`src/common/ocpwm_map.svh`:
```
// Register offsets, field positions, reset values and codes of the compare/PWM channel
`ifndef OCPWM_MAP_SVH
`define OCPWM_MAP_SVH
// ----------------------------------------
// Register byte offsets
// ----------------------------------------
`define OCPWM_OFS_CON1     12'h000
`define OCPWM_OFS_CON2     12'h004
`define OCPWM_OFS_PRI      12'h008
`define OCPWM_OFS_SEC      12'h00c
`define OCPWM_OFS_TBPER    12'h010
`define OCPWM_OFS_CNT      12'h014
`define OCPWM_OFS_STAT     12'h018
// ----------------------------------------
// Field positions
// ----------------------------------------
`define OCPWM_C1_TSEL_HI   12
`define OCPWM_C1_TSEL_LO   10
`define OCPWM_C1_TCLR      3
`define OCPWM_C1_MODE_HI   2
`define OCPWM_C2_CASC      8
`define OCPWM_C2_TRIG      7
`define OCPWM_C2_TSTAT     6
`define OCPWM_C2_TRIS      5
`define OCPWM_C2_SSEL_HI   4
// ----------------------------------------
// Reset values and constants
// ----------------------------------------
`define OCPWM_RST_CON1     16'h0000
`define OCPWM_RST_CON2     16'h0000
`define OCPWM_RST_CMP      16'h0000
`define OCPWM_RST_TBPER    16'hffff
`define OCPWM_CNT_MAX      16'hffff
`define OCPWM_CNT_ZERO     16'h0000
`define OCPWM_SSEL_FREE    5'h00
`define OCPWM_SSEL_SELF    5'h1f
`define OCPWM_TSEL_SYSCLK  3'h7
`define OCPWM_TSEL_NTIMER  3'h5
`endif

```
`src/common/ocpwm_pkg.sv`:
```
// Types of the compare/PWM channel
package ocpwm_pkg;
  typedef enum logic [2:0] {
    OCPWM_OFF      = 3'b000,
    OCPWM_SS_HIGH  = 3'b001,
    OCPWM_SS_LOW   = 3'b010,
    OCPWM_TOGGLE   = 3'b011,
    OCPWM_DBL_ONE  = 3'b100,
    OCPWM_DBL_CONT = 3'b101,
    OCPWM_PWM_EDGE = 3'b110,
    OCPWM_PWM_CTR  = 3'b111
  } ocpwm_mode_t;
  typedef struct packed {
    logic        psel;
    logic        penable;
    logic        pwrite;
    logic [11:0] paddr;
    logic [31:0] pwdata;
    logic [3:0]  pstrb;
  } ocpwm_apb_req_t;
  typedef struct packed {
    logic        pready;
    logic        pslverr;
    logic [31:0] prdata;
  } ocpwm_apb_rsp_t;
endpackage

```
`src/verilog/ocpwm_unit.sv`:
```
// Output compare / PWM channel with dedicated 16-bit counter and APB registers
//
// Operation
// - Counter counts up on selected clock, wraps from maximum to zero.
// - Compare event when counter equals primary or secondary compare register.
// - Sync source select zero, the default, means free-running operation.
// - Nonzero source enables sync/trigger; trigger select bit picks trigger mode.
// - Sync mode runs at once; each sync event resets the counter.
// - Trigger mode holds the counter until a trigger event arrives.
// - Cascade: odd channel is low half, its wrap increments even channel.
// - Compare modes hold default level, flip on primary match.
// - Double compare modes return to default on secondary match.
// - Flag on primary match in single, secondary match in double modes.
// - Single-shot fires once, rearmed by control one write; continuous repeats.
// - Toggle mode inverts the pin on every primary match.
// - Edge or center PWM; primary and secondary compare values pass through hidden buffers.
// - Three-bit time base select picks one of six counter clocks.
// - Three-bit mode field selects compare or PWM behaviour.
// - Mode encodings: 111 center, 110 edge, 101/100 double, 011 toggle, 000 off.
// - New duty values load when the period completes or after a control one write.
// - Period value N gives N plus one counts in self-sync mode.
// - Secondary above period keeps PWM output high all period.
//
// Chosen here: register access over APB and the register addresses.
`include "ocpwm_map.svh"
`timescale 1ns/10ps
`default_nettype none
module ocpwm_unit #(
  parameter bit CHAN_EVEN = 1'b0
) (
  input  wire logic                      clk,
  input  wire logic                      rst_n,
  input  wire ocpwm_pkg::ocpwm_apb_req_t apb_req,
  output ocpwm_pkg::ocpwm_apb_rsp_t      apb_rsp,
  input  wire logic [4:0]                tb_tick,
  input  wire logic [31:0]               sync_evt,
  input  wire logic                      casc_carry_in,
  output logic                           casc_carry_out,
  output logic                           oc_out,
  output logic                           oc_oe_n,
  output logic                           channel_interrupt_flag
);
  // ----------------------------------------
  // Registers
  // ----------------------------------------
  logic [15:0]            control_reg_one_ff;
  logic [15:0]            control_reg_two_ff;
  logic [15:0]            primary_compare_reg_ff;
  logic [15:0]            secondary_compare_reg_ff;
  logic [15:0]            time_base_period_reg_ff;
  logic [15:0]            channel_counter_ff;
  logic [15:0]            duty_buf_ff;
  logic [15:0]            sec_buf_ff;
  logic                   pin_ff;
  logic                   armed_ff;
  logic                   restart_ff;
  logic                   irq_ff;
  logic [31:0]            rdata_ff;
  logic [15:0]            nxt_cnt;
  logic                   wr_en;
  logic                   rd_en;
  logic                   addr_ok;
  logic [15:0]            wmask;
  ocpwm_pkg::ocpwm_mode_t operating_mode_field;
  logic [2:0]             time_base_select;
  logic [4:0]             sync_source_select;
  logic                   trigger_select_bit;
  logic                   trigger_status;
  logic                   trigger_clear_mode;
  logic                   cascade_enable;
  logic                   pin_tristate_bit;
  logic                   tick;
  logic                   cnt_en;
  logic                   sync_mode;
  logic                   trig_mode;
  logic                   hold;
  logic                   is_pwm;
  logic [15:0]            pri_cmp;
  logic [15:0]            sec_cmp;
  logic [15:0]            period_val;
  logic                   pend;
  logic                   match_pri;
  logic                   match_sec;
  logic                   sync_hit;
  logic                   full_duty;
  logic                   init_lvl;

  assign operating_mode_field = ocpwm_pkg::ocpwm_mode_t'(
    control_reg_one_ff[`OCPWM_C1_MODE_HI:0]);
  assign time_base_select   = control_reg_one_ff[`OCPWM_C1_TSEL_HI:`OCPWM_C1_TSEL_LO];
  assign trigger_clear_mode = control_reg_one_ff[`OCPWM_C1_TCLR];
  assign sync_source_select = control_reg_two_ff[`OCPWM_C2_SSEL_HI:0];
  assign trigger_select_bit = control_reg_two_ff[`OCPWM_C2_TRIG];
  assign trigger_status     = control_reg_two_ff[`OCPWM_C2_TSTAT];
  assign cascade_enable     = control_reg_two_ff[`OCPWM_C2_CASC];
  assign pin_tristate_bit   = control_reg_two_ff[`OCPWM_C2_TRIS];

  // ----------------------------------------
  // APB slave
  // ----------------------------------------
  assign wr_en = apb_req.psel & apb_req.penable & apb_req.pwrite;
  assign rd_en = apb_req.psel & ~apb_req.penable & ~apb_req.pwrite;
  assign wmask = {{8{apb_req.pstrb[1]}}, {8{apb_req.pstrb[0]}}};
  always_comb begin
    case (apb_req.paddr)
      `OCPWM_OFS_CON1, `OCPWM_OFS_CON2, `OCPWM_OFS_PRI, `OCPWM_OFS_SEC,
      `OCPWM_OFS_TBPER, `OCPWM_OFS_CNT, `OCPWM_OFS_STAT: addr_ok = 1'b1;
      default: addr_ok = 1'b0;
    endcase
  end
  assign apb_rsp.pready  = 1'b1;
  assign apb_rsp.pslverr = apb_req.psel & apb_req.penable & ~addr_ok;
  assign apb_rsp.prdata  = rdata_ff;

  // Read data captured in the setup cycle
  always_ff @(posedge clk) begin
    if (!rst_n) begin
      rdata_ff <= 32'h0000_0000;
    end else if (rd_en) begin
      case (apb_req.paddr)
        `OCPWM_OFS_CON1:  rdata_ff <= {16'h0000, control_reg_one_ff};
        `OCPWM_OFS_CON2:  rdata_ff <= {16'h0000, control_reg_two_ff};
        `OCPWM_OFS_PRI:   rdata_ff <= {16'h0000, primary_compare_reg_ff};
        `OCPWM_OFS_SEC:   rdata_ff <= {16'h0000, secondary_compare_reg_ff};
        `OCPWM_OFS_TBPER: rdata_ff <= {16'h0000, time_base_period_reg_ff};
        `OCPWM_OFS_CNT:   rdata_ff <= {16'h0000, channel_counter_ff};
        `OCPWM_OFS_STAT:  rdata_ff <= {29'h0, irq_ff, armed_ff, pin_ff};
        default:          rdata_ff <= 32'h0000_0000;
      endcase
    end
  end

  // Control one, compare and period registers
  always_ff @(posedge clk) begin
    if (!rst_n) begin
      control_reg_one_ff       <= `OCPWM_RST_CON1;
      primary_compare_reg_ff   <= `OCPWM_RST_CMP;
      secondary_compare_reg_ff <= `OCPWM_RST_CMP;
      time_base_period_reg_ff  <= `OCPWM_RST_TBPER;
    end else if (wr_en) begin
      case (apb_req.paddr)
        `OCPWM_OFS_CON1:
          control_reg_one_ff <= (control_reg_one_ff & ~wmask) | (apb_req.pwdata[15:0] & wmask);
        `OCPWM_OFS_PRI:
          primary_compare_reg_ff <= (primary_compare_reg_ff & ~wmask)
                                    | (apb_req.pwdata[15:0] & wmask);
        `OCPWM_OFS_SEC:
          secondary_compare_reg_ff <= (secondary_compare_reg_ff & ~wmask)
                                      | (apb_req.pwdata[15:0] & wmask);
        `OCPWM_OFS_TBPER:
          time_base_period_reg_ff <= (time_base_period_reg_ff & ~wmask)
                                     | (apb_req.pwdata[15:0] & wmask);
        default: ;
      endcase
    end
  end

  // Control two; trigger status set by hardware wins over any clear
  always_ff @(posedge clk) begin
    if (!rst_n) begin
      control_reg_two_ff <= `OCPWM_RST_CON2;
    end else begin
      if (wr_en && apb_req.paddr == `OCPWM_OFS_CON2) begin
        control_reg_two_ff <= (control_reg_two_ff & ~wmask) | (apb_req.pwdata[15:0] & wmask);
      end else if (trig_mode && trigger_status && trigger_clear_mode && match_sec) begin
        control_reg_two_ff[`OCPWM_C2_TSTAT] <= 1'b0;
      end
      if (trig_mode && sync_hit) begin
        control_reg_two_ff[`OCPWM_C2_TSTAT] <= 1'b1;
      end
    end
  end

  // ----------------------------------------
  // Time base and counter
  // ----------------------------------------
  always_comb begin
    if (time_base_select == `OCPWM_TSEL_SYSCLK) begin
      tick = 1'b1;
    end else if (time_base_select < `OCPWM_TSEL_NTIMER) begin
      tick = tb_tick[time_base_select];
    end else begin
      tick = 1'b0;
    end
  end
  assign cnt_en    = (CHAN_EVEN && cascade_enable) ? casc_carry_in : tick;
  assign sync_mode = (sync_source_select != `OCPWM_SSEL_FREE) & ~trigger_select_bit;
  assign trig_mode = (sync_source_select != `OCPWM_SSEL_FREE) & trigger_select_bit;
  assign hold      = trig_mode & ~trigger_status;
  assign is_pwm    = operating_mode_field == ocpwm_pkg::OCPWM_PWM_EDGE
                   | operating_mode_field == ocpwm_pkg::OCPWM_PWM_CTR;
  assign pri_cmp   = is_pwm ? duty_buf_ff : primary_compare_reg_ff;
  assign sec_cmp   = is_pwm ? sec_buf_ff : secondary_compare_reg_ff;
  assign period_val = (sync_source_select == `OCPWM_SSEL_SELF) ? sec_cmp
                                                               : time_base_period_reg_ff;
  assign pend      = cnt_en & (channel_counter_ff == period_val);
  assign match_pri = cnt_en & (channel_counter_ff == pri_cmp);
  assign match_sec = cnt_en & (channel_counter_ff == sec_cmp);
  assign sync_hit  = (sync_source_select == `OCPWM_SSEL_SELF) ? pend
                                                              : sync_evt[sync_source_select];
  assign full_duty = sec_buf_ff > period_val;
  assign init_lvl  = operating_mode_field == ocpwm_pkg::OCPWM_SS_LOW;

  always_comb begin
    if (operating_mode_field == ocpwm_pkg::OCPWM_OFF || hold) begin
      nxt_cnt = `OCPWM_CNT_ZERO;
    end else if (sync_mode && sync_hit) begin
      nxt_cnt = `OCPWM_CNT_ZERO;
    end else if (cnt_en) begin
      nxt_cnt = channel_counter_ff + 16'h0001;
    end else begin
      nxt_cnt = channel_counter_ff;
    end
  end
  always_ff @(posedge clk) begin
    if (!rst_n) begin
      channel_counter_ff <= `OCPWM_CNT_ZERO;
    end else begin
      channel_counter_ff <= nxt_cnt;
    end
  end
  assign casc_carry_out = cnt_en & ~hold & (channel_counter_ff == `OCPWM_CNT_MAX)
                        & ~(sync_mode & sync_hit);

  // ----------------------------------------
  // PWM double buffers
  // ----------------------------------------
  always_ff @(posedge clk) begin
    if (!rst_n) begin
      duty_buf_ff <= `OCPWM_RST_CMP;
      sec_buf_ff  <= `OCPWM_RST_CMP;
    end else if (pend || !is_pwm || restart_ff) begin
      duty_buf_ff <= primary_compare_reg_ff;
      sec_buf_ff  <= secondary_compare_reg_ff;
    end
  end

  // ----------------------------------------
  // Output state machine
  // ----------------------------------------
  always_ff @(posedge clk) begin
    if (!rst_n) begin
      restart_ff <= 1'b0;
    end else begin
      restart_ff <= (wr_en && apb_req.paddr == `OCPWM_OFS_CON1) | (restart_ff & ~cnt_en);
    end
  end

  always_ff @(posedge clk) begin
    if (!rst_n) begin
      pin_ff   <= 1'b0;
      armed_ff <= 1'b1;
    end else if (operating_mode_field == ocpwm_pkg::OCPWM_OFF || hold) begin
      pin_ff   <= init_lvl;
      armed_ff <= 1'b1;
    end else if (restart_ff && cnt_en) begin
      pin_ff   <= init_lvl;
      armed_ff <= 1'b1;
    end else if (cnt_en) begin
      case (operating_mode_field)
        ocpwm_pkg::OCPWM_SS_HIGH, ocpwm_pkg::OCPWM_SS_LOW: begin
          if (match_pri && armed_ff) begin
            pin_ff   <= ~init_lvl;
            armed_ff <= 1'b0;
          end
        end
        ocpwm_pkg::OCPWM_TOGGLE: begin
          if (match_pri) begin
            pin_ff <= ~pin_ff;
          end
        end
        ocpwm_pkg::OCPWM_DBL_ONE, ocpwm_pkg::OCPWM_DBL_CONT: begin
          if (match_sec && armed_ff) begin
            pin_ff   <= 1'b0;
            armed_ff <= operating_mode_field == ocpwm_pkg::OCPWM_DBL_CONT;
          end else if (match_pri && armed_ff) begin
            pin_ff <= 1'b1;
          end
        end
        ocpwm_pkg::OCPWM_PWM_EDGE: begin
          if (full_duty) begin
            pin_ff <= 1'b1;
          end else if (pend) begin
            pin_ff <= primary_compare_reg_ff != `OCPWM_CNT_ZERO;
          end else if (match_pri) begin
            pin_ff <= 1'b0;
          end
        end
        ocpwm_pkg::OCPWM_PWM_CTR: begin
          if (full_duty) begin
            pin_ff <= 1'b1;
          end else if (match_sec) begin
            pin_ff <= 1'b0;
          end else if (match_pri) begin
            pin_ff <= 1'b1;
          end
        end
        default: pin_ff <= init_lvl;
      endcase
    end
  end

  // Interrupt flag pulse
  always_ff @(posedge clk) begin
    if (!rst_n) begin
      irq_ff <= 1'b0;
    end else begin
      case (operating_mode_field)
        ocpwm_pkg::OCPWM_SS_HIGH, ocpwm_pkg::OCPWM_SS_LOW, ocpwm_pkg::OCPWM_TOGGLE:
          irq_ff <= match_pri & armed_ff & ~hold & ~restart_ff;
        ocpwm_pkg::OCPWM_DBL_ONE, ocpwm_pkg::OCPWM_DBL_CONT:
          irq_ff <= match_sec & armed_ff & ~hold & ~restart_ff;
        default: irq_ff <= 1'b0;
      endcase
    end
  end

  assign oc_out                 = pin_ff;
  assign oc_oe_n                = pin_tristate_bit;
  assign channel_interrupt_flag = irq_ff;

  // ----------------------------------------
  // Assertions
  // ----------------------------------------
  cnt_wrap_a: assert property (@(posedge clk) disable iff (!rst_n)
    (operating_mode_field != ocpwm_pkg::OCPWM_OFF && !hold && !(sync_mode && sync_hit)
     && cnt_en && channel_counter_ff == `OCPWM_CNT_MAX) |=> channel_counter_ff == 16'h0000)
    else $error("counter did not wrap to zero");
  hold_zero_a: assert property (@(posedge clk) disable iff (!rst_n)
    hold |=> channel_counter_ff == 16'h0000 && pin_ff == $past(init_lvl))
    else $error("counter or pin not held while waiting for trigger");
  trig_start_a: assert property (@(posedge clk) disable iff (!rst_n)
    (trig_mode && sync_hit) |=> trigger_status)
    else $error("trigger event did not start the counter");
  sync_reset_a: assert property (@(posedge clk) disable iff (!rst_n)
    (sync_mode && sync_hit && operating_mode_field != ocpwm_pkg::OCPWM_OFF)
    |=> channel_counter_ff == 16'h0000)
    else $error("sync event did not reset counter");
  irq_single_a: assert property (@(posedge clk) disable iff (!rst_n)
    (operating_mode_field == ocpwm_pkg::OCPWM_SS_HIGH && match_pri && armed_ff && !restart_ff
     && !hold) |=> channel_interrupt_flag ##1 !channel_interrupt_flag || $past(match_pri))
    else $error("flag missing after primary match");
  toggle_pin_a: assert property (@(posedge clk) disable iff (!rst_n)
    (operating_mode_field == ocpwm_pkg::OCPWM_TOGGLE && match_pri && !hold && !restart_ff)
    |=> pin_ff != $past(pin_ff))
    else $error("toggle mode did not invert pin");
  dbl_return_a: assert property (@(posedge clk) disable iff (!rst_n)
    (operating_mode_field == ocpwm_pkg::OCPWM_DBL_CONT && match_sec && armed_ff
     && !hold && !restart_ff) |=> !pin_ff)
    else $error("double compare did not return pin low");
  duty_hold_a: assert property (@(posedge clk) disable iff (!rst_n)
    (is_pwm && !pend && !restart_ff) |=> $stable(duty_buf_ff))
    else $error("duty buffer changed inside a period");
  full_duty_a: assert property (@(posedge clk) disable iff (!rst_n)
    (operating_mode_field == ocpwm_pkg::OCPWM_PWM_EDGE && full_duty && cnt_en
     && !hold && !restart_ff) |=> pin_ff)
    else $error("full duty did not keep pin high");
endmodule
`default_nettype wire

```
`config.mk`:
```
export PLATFORM = sky130hd
export DESIGN_NAME = ocpwm_unit
export DESIGN_NICKNAME = d
export VERILOG_FILES = /design/src/common/ocpwm_pkg.sv /design/src/verilog/ocpwm_unit.sv
export VERILOG_INCLUDE_DIRS = /design/src /design/src/common
export SDC_FILE = /design/constraint.sdc
export NUM_CORES = 1
export LEC_CHECK = 0
export BUFFER_PORTS_ARGS = -buffer_cell sky130_fd_sc_hd__buf_2
export CAP_MARGIN = 40
export CORE_ASPECT_RATIO = 2
export CORE_MARGIN = 3
export CORE_UTILIZATION = 41
export DETAILED_ROUTE_END_ITERATION = 7
export GPL_TIMING_DRIVEN = 0
export PLACE_DENSITY = 0.56
export SLEW_MARGIN = 5
export SYNTH_ARGS = -nofsm -noshare
export SYNTH_HDL_FRONTEND = slang
export SYNTH_SLANG_ARGS = --single-unit
```
`constraint.sdc`:
```
create_clock -name clk -period 4 [get_ports clk]
set_clock_uncertainty 0.15 [all_clocks]
set_input_delay 0.2 -clock clk [delete_from_list [all_inputs] [get_ports clk]]
set_output_delay 0.2 -clock clk [all_outputs]
set_load 0.005 [all_outputs]
```
* Word-level counts from Yosys, hierarchy flattened
Cells that the tools add are included.
** Word-level totals
- Input port bits :: 91
- Register bits after elaboration :: 164
- Output and inout port bits :: 38
** Cells by class
- Mux-type cells :: 33
- $lt $le $gt $ge :: 4
- Bitwise gates (word level) :: 48
- Reductions and logical operators :: 33
- Equality and inequality tests :: 26
- Add/sub/neg operators :: 1
** Operators by type and width (count)
- $pmux W16 S7 :: 1
- $and A16 B16 Y16 :: 6
- $or A16 B16 Y16 :: 5
- $eq A16 B16 Y1 :: 3
- $mux W16 :: 3
- $eq A12 B5 Y1 const B :: 3
- $eq A12 B4 Y1 const B :: 2
- $mux W1 :: 24
- $and A1 B1 Y1 :: 22
- $add A16 B1 Y16 const B :: 1
- $eq A16 B16 Y1 const B :: 1
- $gt A16 B16 Y1 :: 1
- $not A16 Y16 :: 1
- $reduce_bool A16 Y1 :: 1
- $eq A3 B3 Y1 const B :: 5
- $eq A12 B3 Y1 const B :: 1
- $logic_not A12 Y1 :: 1
- $ne A6 B4 Y1 const B :: 2
- $not A1 Y1 :: 12
- $logic_and A1 B1 Y1 :: 10
- $reduce_or A3 Y1 :: 3
- $ne A4 B4 Y1 const B :: 2
- $reduce_and A2 Y1 :: 4
- $reduce_or A7 Y1 :: 1
- 22 further kinds :: 30

* Logic depth before layout (Yosys ltp)
Gate-level depths: netlist (run 1).
- Word-level depth :: 12
- Mapped depth :: 17
- Mapped depth without buffers :: 14

* Worst setup path before layout (run 1)
OpenSTA, ideal clock, no wires.
- Path kind :: reg-to-reg
- From :: reg with a tool-made name
- To :: reg pin_ff, in the netlist oc_out
- Path buffers :: 3
- Setup time :: 0.129 ns
- Cell stages (with the launch flop) :: 16
- Slack :: 0.655 ns
- Data required time :: 3.721 ns
- Arrival time :: 3.066 ns
- Clock period less this slack :: 3.345 ns
- Cells stage by stage :: dfxtp_1 > buf_2 > and3_1 > nand3_1 > buf_1 > clkbuf_1 > nor2_1 > a21oi_1 > ha_1 > a21oi_1 > a21oi_1 > o31ai_1 > a21oi_1 > or4b_1 > o211a_1 > mux2i_1
** RTL lines
- end signal: assignment :: line ocpwm_unit.sv:254 : pin_ff <= init_lvl;
- end signal: assignment :: line ocpwm_unit.sv:257 : pin_ff <= init_lvl;
- end signal: assignment :: line ocpwm_unit.sv:263 : pin_ff <= ~init_lvl;
- end: declaration :: line ocpwm_unit.sv:54 : logic pin_ff;

==> results.sh, run 1 <==
export IMPL_nNetsFinal=1282
export IMPL_start_kind="register"
export IMPL_postLayoutCoreUtil=0.5005
export IMPL_synthAdderAreaFrac=0.02339
export IMPL_synth_common_cells="dfxtp_1, nor2b_1, mux2i_1"
export IMPL_wl_per_cell_um=24.27
export IMPL_cts_sinks=148
export IMPL_multi_input_area_mm2=0.005659
export IMPL_dpl_worst_slack_ns=-0.7803
export IMPL_period_minus_slack_ns=3.926
export IMPL_netlist_area_mm2=0.009094
export IMPL_yosysMostFrequentCell="dfxtp_1"
export IMPL_tightestPinTransition_ns=0.9090
export IMPL_antenna_cells=0
export IMPL_yosysSeqAreaShare=0.3258
export IMPL_reg2reg_setup_slack_ns=0.07
export IMPL_finalWeightedCongestion=1.073
export IMPL_slowest_delay_ns=0.54
export IMPL_yosys_warnings=0
export IMPL_clk_pin_slew_ns=0.06
export IMPL_cp_slowest_cell="or4b_1"
export IMPL_cts_max_path_buffers=2
export IMPL_yosysUniqueCellTypes=84
export IMPL_port_buffers=91
export IMPL_synth_top_area_frac=0.3258
export IMPL_holdPathEnd="rdata_ff[2]$_SDFFE_PN0P_"
export IMPL_yosys_register_bits=148
export IMPL_relSlewSlack=0.3940
export IMPL_hpwl_um=27510
export IMPL_clk_latency_ns=0.45
export IMPL_drtAntennaViolNets=0
export IMPL_drive_above_1_share=0.1761
export IMPL_syn_instance_count=1025
export IMPL_critPathKind="reg2reg"
export IMPL_fin_tns_setup_ns=0
export IMPL_grt_pass1_vias=8832
export IMPL_hp_class="in2reg"
export IMPL_antenna_found_initial=0
export IMPL_drc=0
export IMPL_gr_total_overflow=0
export IMPL_total_power_mw=3.324
export IMPL_vias=8565
export IMPL_regArea_mm2=0.002967
export IMPL_placed_cells=1406
export IMPL_dieHeight_um=216.6
export IMPL_r2r_end="oc_out$_SDFFE_PN0P_"
export IMPL_grt_start_max_net_pins=17
export IMPL_maxCapViolCount=0
export IMPL_worstPathCellList="and2_1 -> buf_6 -> buf_8 -> buf_8 -> mux2_1 -> mux2i_2 -> ha_1 -> a21o_1 -> nand3_1 -> a21oi_1 -> a211oi_4 -> a21oi_2 -> or4b_1 -> o211a_1 -> mux2i_1"
export IMPL_path_buf_inv=3
export IMPL_drv_slew=0
export IMPL_htree_levels=4
export IMPL_fmax_ghz=0.2547
export IMPL_drt_first_iter_violations=523
export IMPL_synth_main_ff_cell="dfxtp_1"
export IMPL_fin_area_mm2=0.01085
export IMPL_track_usage=0.2945
export IMPL_hold_depth=3
export IMPL_setup_ws_ns=0.07415
export IMPL_p_per_area_mw_per_mm2=306.3
export IMPL_coreArea_mm2=0.02168
export IMPL_p_leak_nw=4.099
export IMPL_cts_tree="done"
export IMPL_synth_top_family_by_area="simple AND/OR/NAND/NOR gates"
export IMPL_synthMuxAreaShare=0.1617
export IMPL_area_delta_synth_final_pct=19.33
export IMPL_drtPass1Iterations=5
export IMPL_crit_top_cell="buf_8"
export IMPL_final_cells=1460
export IMPL_syn_avg_cell_area_um2=8.872
export IMPL_synth_largest_area_cell="dfxtp_1"
export IMPL_start_util=0.4194
export IMPL_rows=76
export IMPL_status="finished, final reports clean"
export IMPL_fp_dieW_um=111.3
export IMPL_rsz0062_at_grt="yes"
export IMPL_routed_wirelength_um=35430
export IMPL_ys_async_sr_fraction=0
export IMPL_critical_path_top_delay_family="compound AO/OA/AOI/OAI gates"
export IMPL_cts_buffers=17
export IMPL_ios=129
export IMPL_peakVddDrop_mv=0.3520
export IMPL_cts_root_buf="clkbuf_16"
export IMPL_grt_pass1_wl_um=53470
export IMPL_die_area_mm2=0.02411
export IMPL_synthTopCellsByArea="dfxtp_1, mux2i_1, nor2b_1, a22oi_1, xnor2_1"
export IMPL_fin_crit_sh=0.9815
export IMPL_worstSetupEndpointType="register"
export IMPL_hold_viol=0
export IMPL_synthSimpleGateAreaFrac=0.2078
export IMPL_synth_edf_count=0
export IMPL_hp_start="apb_req[50]"
export IMPL_setup_viol=0
export IMPL_drt_vias_per_instance=5.866
export IMPL_worstRegToRegCells=15
export IMPL_synth_compound_area_frac=0.1706
export IMPL_place_area_mm2=0.009962
export IMPL_timing_hold_ws_ns=0.1008
export IMPL_num_fill_cells=2146
export IMPL_required_ns=4.17
export IMPL_arrival_ns=4.10
export IMPL_cp_max_fo=10
export IMPL_synth_xor_area_share=0.04527
placed cells by master (no fill, tap or decap), types with 23 or more instances in the layout:
cell      instances
a21oi_1          49
a22oi_1          42
buf_2            99
buf_4            23
clkbuf_1         47
dfxtp_1         147
inv_1            32
mux2i_1         110
nand2_1          59
nand3_1          33
nor2_1           52
nor2b_1         118
xnor2_1          34
repair_timing:
| item | 4_1_cts | 5_1_grt |
|---|---|---|
| resized for setup | 9 | 13 |
| pin swaps | 3 | 1 |
| endpoints found under the setup margin | 2 | 3 |
| hold buffers | 17 | 0 |
| setup buffers | 5 | 1 |
| endpoints found under the hold margin | 79 | 0 |
layer usage:
| layer | vias to the layer above | global-route usage | part of all wire |
|---|---|---|---|
| met5 | - | 0 | 0 |
| li1 | 3970 | - | - |
| met2 | 347 | 0.5143 | 0.51 |
| met4 | 0 | 0.2363 | 0.089 |
| met1 | 4112 | 0.3084 | 0.35 |
| met3 | 136 | 0.04722 | 0.046 |
power breakdown:
group	leakage (nW)	switching [mW]	internal [mW]
logic	2.61	0.0904	0.0849
registers	1.19	0.000660	1.47
clock network	0.297	0.678	0.995
logic make-up after synthesis:
logic type	after synthesis
other cells	2
fa+ha+maj	17
xor+xnor	47
flops	148
simple gates	345
compound gates	214
buf+inv	119
mux	133
worst register-to-register path: stages (launching register included):
cell and delay (ns):
dfxtp_4 0.43, and2_1 0.16, buf_6 0.15, buf_8 0.17, buf_8 0.18, mux2_1 0.35, mux2i_2 0.19, ha_1 0.29
a21o_1 0.17, nand3_1 0.09, a21oi_1 0.13, a211oi_4 0.41, a21oi_2 0.14, or4b_1 0.54, o211a_1 0.16, mux2i_1 0.11
how the worst max path moves through the flow:
| stage | slack, ns | cells after the start | startpoint | endpoint |
|---|---|---|---|---|
| final | 0.07 | 15 | register | oc_out$_SDFFE_PN0P_ |
| after floorplan | 0.65 | 15 | register | oc_out$_SDFFE_PN0P_ |
| after global routing | -0.03 | 11 | register | casc_carry_out |
| after detailed placement | -0.78 | 14 | register | oc_out$_SDFFE_PN0P_ |
| after global placement | -0.81 | 14 | register | oc_out$_SDFFE_PN0P_ |
| after CTS | 0.04 | 10 | register | casc_carry_out |
area by class of cell:
type / count / share of cell area
flip-flops and latches: 148 / 0.2734
multi-input cells: 773 / 0.5215
inverters: 33 / 0.01141
clock inverters: 13 / 0.01453
clock buffers: 19 / 0.04082
well taps: 273 / 0.03148
repair buffers: 116 / 0.06272
plain buffers: 85 / 0.04416
Power figures use the tool's default switching activity.
==> run 2, diff against run 1 <==
--- a/config.mk
+++ b/config.mk
@@ -10,10 +10,10 @@
 export CAP_MARGIN = 40
 export CORE_ASPECT_RATIO = 2
 export CORE_MARGIN = 3
-export CORE_UTILIZATION = 41
+export CORE_UTILIZATION = 50
 export DETAILED_ROUTE_END_ITERATION = 7
 export GPL_TIMING_DRIVEN = 0
-export PLACE_DENSITY = 0.56
+export PLACE_DENSITY = 0.67
 export SLEW_MARGIN = 5
 export SYNTH_ARGS = -nofsm -noshare
 export SYNTH_HDL_FRONTEND = slang
==> run 2 against run 1 <==
Net effect:
- utilization increased by 10 points
- first-iteration DRC count increased by 13%
- cell count decreased by 4.0%
- non-clock buffer count up 2
- global-route usage up 4.4 points
- clock power decreased by 5%
- highest routed layer unchanged
- sequential power about the same
==> results.sh, run 2 (synthesis gave the netlist of run 1 again) <==
export IMPL_cp_endpoint="casc_carry_out"
export IMPL_fin_tns_setup_ns=0
export IMPL_r2r_end="oc_out$_SDFFE_PN0P_"
export IMPL_clk_pin_slew_ns=0.06
export IMPL_place_area_mm2=0.009891
export IMPL_required_ns=3.65
export IMPL_nNetsFinal=1284
export IMPL_fp_dieW_um=101.4
export IMPL_area_delta_synth_final_pct=18.04
export IMPL_maxCapViolCount=0
export IMPL_timing_hold_ws_ns=0.1220
export IMPL_drt_vias_per_instance=6.238
export IMPL_critical_path_top_delay_family="simple AND/OR/NAND/NOR gates"
export IMPL_grt_pass1_wl_um=49970
export IMPL_htree_levels=4
export IMPL_cts_sinks=148
export IMPL_p_per_area_mw_per_mm2=301.8
export IMPL_grt_start_max_net_pins=17
export IMPL_cts_tree="done"
export IMPL_port_buffers=91
export IMPL_hp_class="in2reg"
export IMPL_cts_buffers=17
export IMPL_finalWeightedCongestion=0.9847
export IMPL_crit_cells=12
export IMPL_critPathKind="reg2out"
export IMPL_fin_area_mm2=0.01073
export IMPL_total_power_mw=3.240
export IMPL_reg2reg_setup_slack_ns=0.11
export IMPL_cts_root_buf="clkbuf_16"
export IMPL_final_common_cell="dfxtp_1"
export IMPL_worstRegToRegCells=15
export IMPL_vias=8739
export IMPL_routed_wirelength_um=34200
export IMPL_hpwl_um=26170
export IMPL_drt_first_iter_violations=593
export IMPL_arrival_ns=3.59
export IMPL_track_usage=0.3388
export IMPL_wl_per_cell_um=24.41
export IMPL_coreArea_mm2=0.01778
export IMPL_cp_slowest_cell="or4_4"
export IMPL_start_util=0.5113
export IMPL_drc=0
export IMPL_drtPass1Iterations=5
export IMPL_p_leak_nw=4.060
export IMPL_placed_cells=1348
export IMPL_worstPathCellList="and2_1 -> buf_6 -> buf_6 -> mux2i_2 -> o221ai_1 -> or4_4 -> a2111oi_4 -> buf_4 -> nand3_2 -> mux2i_2 -> a2111oi_0 -> buf_2"
export IMPL_postLayoutCoreUtil=0.6036
export IMPL_slowest_delay_ns=0.51
export IMPL_drtAntennaViolNets=0
export IMPL_fin_crit_sh=0.9853
export IMPL_fmax_ghz=0.2537
export IMPL_cts_max_path_buffers=2
export IMPL_gr_total_overflow=0
export IMPL_ios=129
export IMPL_dpl_worst_slack_ns=-0.5681
export IMPL_period_minus_slack_ns=3.941
export IMPL_hold_viol=0
export IMPL_worstSetupEndpointType="output port"
export IMPL_start_kind="register"
export IMPL_path_buf_inv=4
export IMPL_tightestPinTransition_ns=0.9378
export IMPL_die_area_mm2=0.01994
export IMPL_final_cell_mix="dfxtp_1, nor2b_1, mux2i_1"
export IMPL_antenna_cells=0
export IMPL_setup_ws_ns=0.05889
export IMPL_peakVddDrop_mv=0.3395
export IMPL_rows=69
export IMPL_antenna_found_initial=0
export IMPL_relSlewSlack=0.3748
export IMPL_clk_latency_ns=0.44
export IMPL_status="finished, final reports clean"
export IMPL_drv_slew=0
export IMPL_grt_pass1_vias=8628
export IMPL_final_cells=1401
export IMPL_setup_viol=0
export IMPL_dieHeight_um=196.7
export IMPL_cp_max_fo=10
export IMPL_drive_above_1_share=0.1751
==> run 2: cell count changes in the layout (fill, tap and decap cells not counted), moves of 2 or more <==
| cell | delta |
|---|---|
| clkbuf_1 | +2 |
| nor3_1 | +2 |
| clkinv_2 | -3 |
| nor3_2 | -2 |
| clkbuf_2 | +2 |
==> run 2: worst reg2reg max path, cell delays in order, from the launching register on <==
cell and delay [ns]:
dfxtp_4 0.42, and2_1 0.16, buf_6 0.14, buf_6 0.19, buf_8 0.18, mux2_1 0.33, mux2i_1 0.21, ha_1 0.30
a21o_1 0.17, nand3_1 0.11, a21oi_2 0.09, a211oi_4 0.30, a21oi_1 0.20, or4b_1 0.55, o211a_1 0.16, mux2i_1 0.12
==> run 2: how the worst min path moves through the flow <==
stage                             start                       end  cells past startpoint
2_1_floorplan                apb_req[4]                  register                      2
3_3_place_gp   rdata_ff[1]$_SDFFE_PN0P_  rdata_ff[1]$_SDFFE_PN0P_                      1
3_5_place_dp   rdata_ff[0]$_SDFFE_PN0P_  rdata_ff[0]$_SDFFE_PN0P_                      1
4_1_cts                      apb_req[0]                  register                      4
5_1_grt                     apb_req[50]  rdata_ff[0]$_SDFFE_PN0P_                      3
6_report                     apb_req[0]                  register                      4
==> run 2: what timing repair did <==
action                     4_1_cts  5_1_grt
pin swaps                        2        3
setup endpoints to repair        2        2
hold buffers                    17        0
buffers inserted                 0        7
hold endpoints to repair        66        0
resized for setup                7        8
==> run 2: layout make-up <==
cell class	instances	area [um2]
buffer	84	464.2
clock buffer	20	436.7
clock inverter	11	128.9
fill	1670	7051
inverter	33	123.9
multi-input combinational	773	5638
sequential	148	2967
tap	213	266.5
timing repair buffer	119	709.4
==> run 2: report_power, final <==
part,switching (mW),internal (mW),total (mW)
combinational,0.0908,0.0842,0.175
sequential,0.000742,1.47,1.48
clock,0.671,0.919,1.59
total,0.762,2.48,3.24
==> run 2: layer usage <==
metal  track usage  vias to the layer above  part of all wire
met2        0.5811                      435              0.51
met3       0.04853                      183             0.051
met1        0.3579                     4149              0.35
met5             0                        -                 0
li1              -                     3972                 -
met4        0.2742                        0             0.092
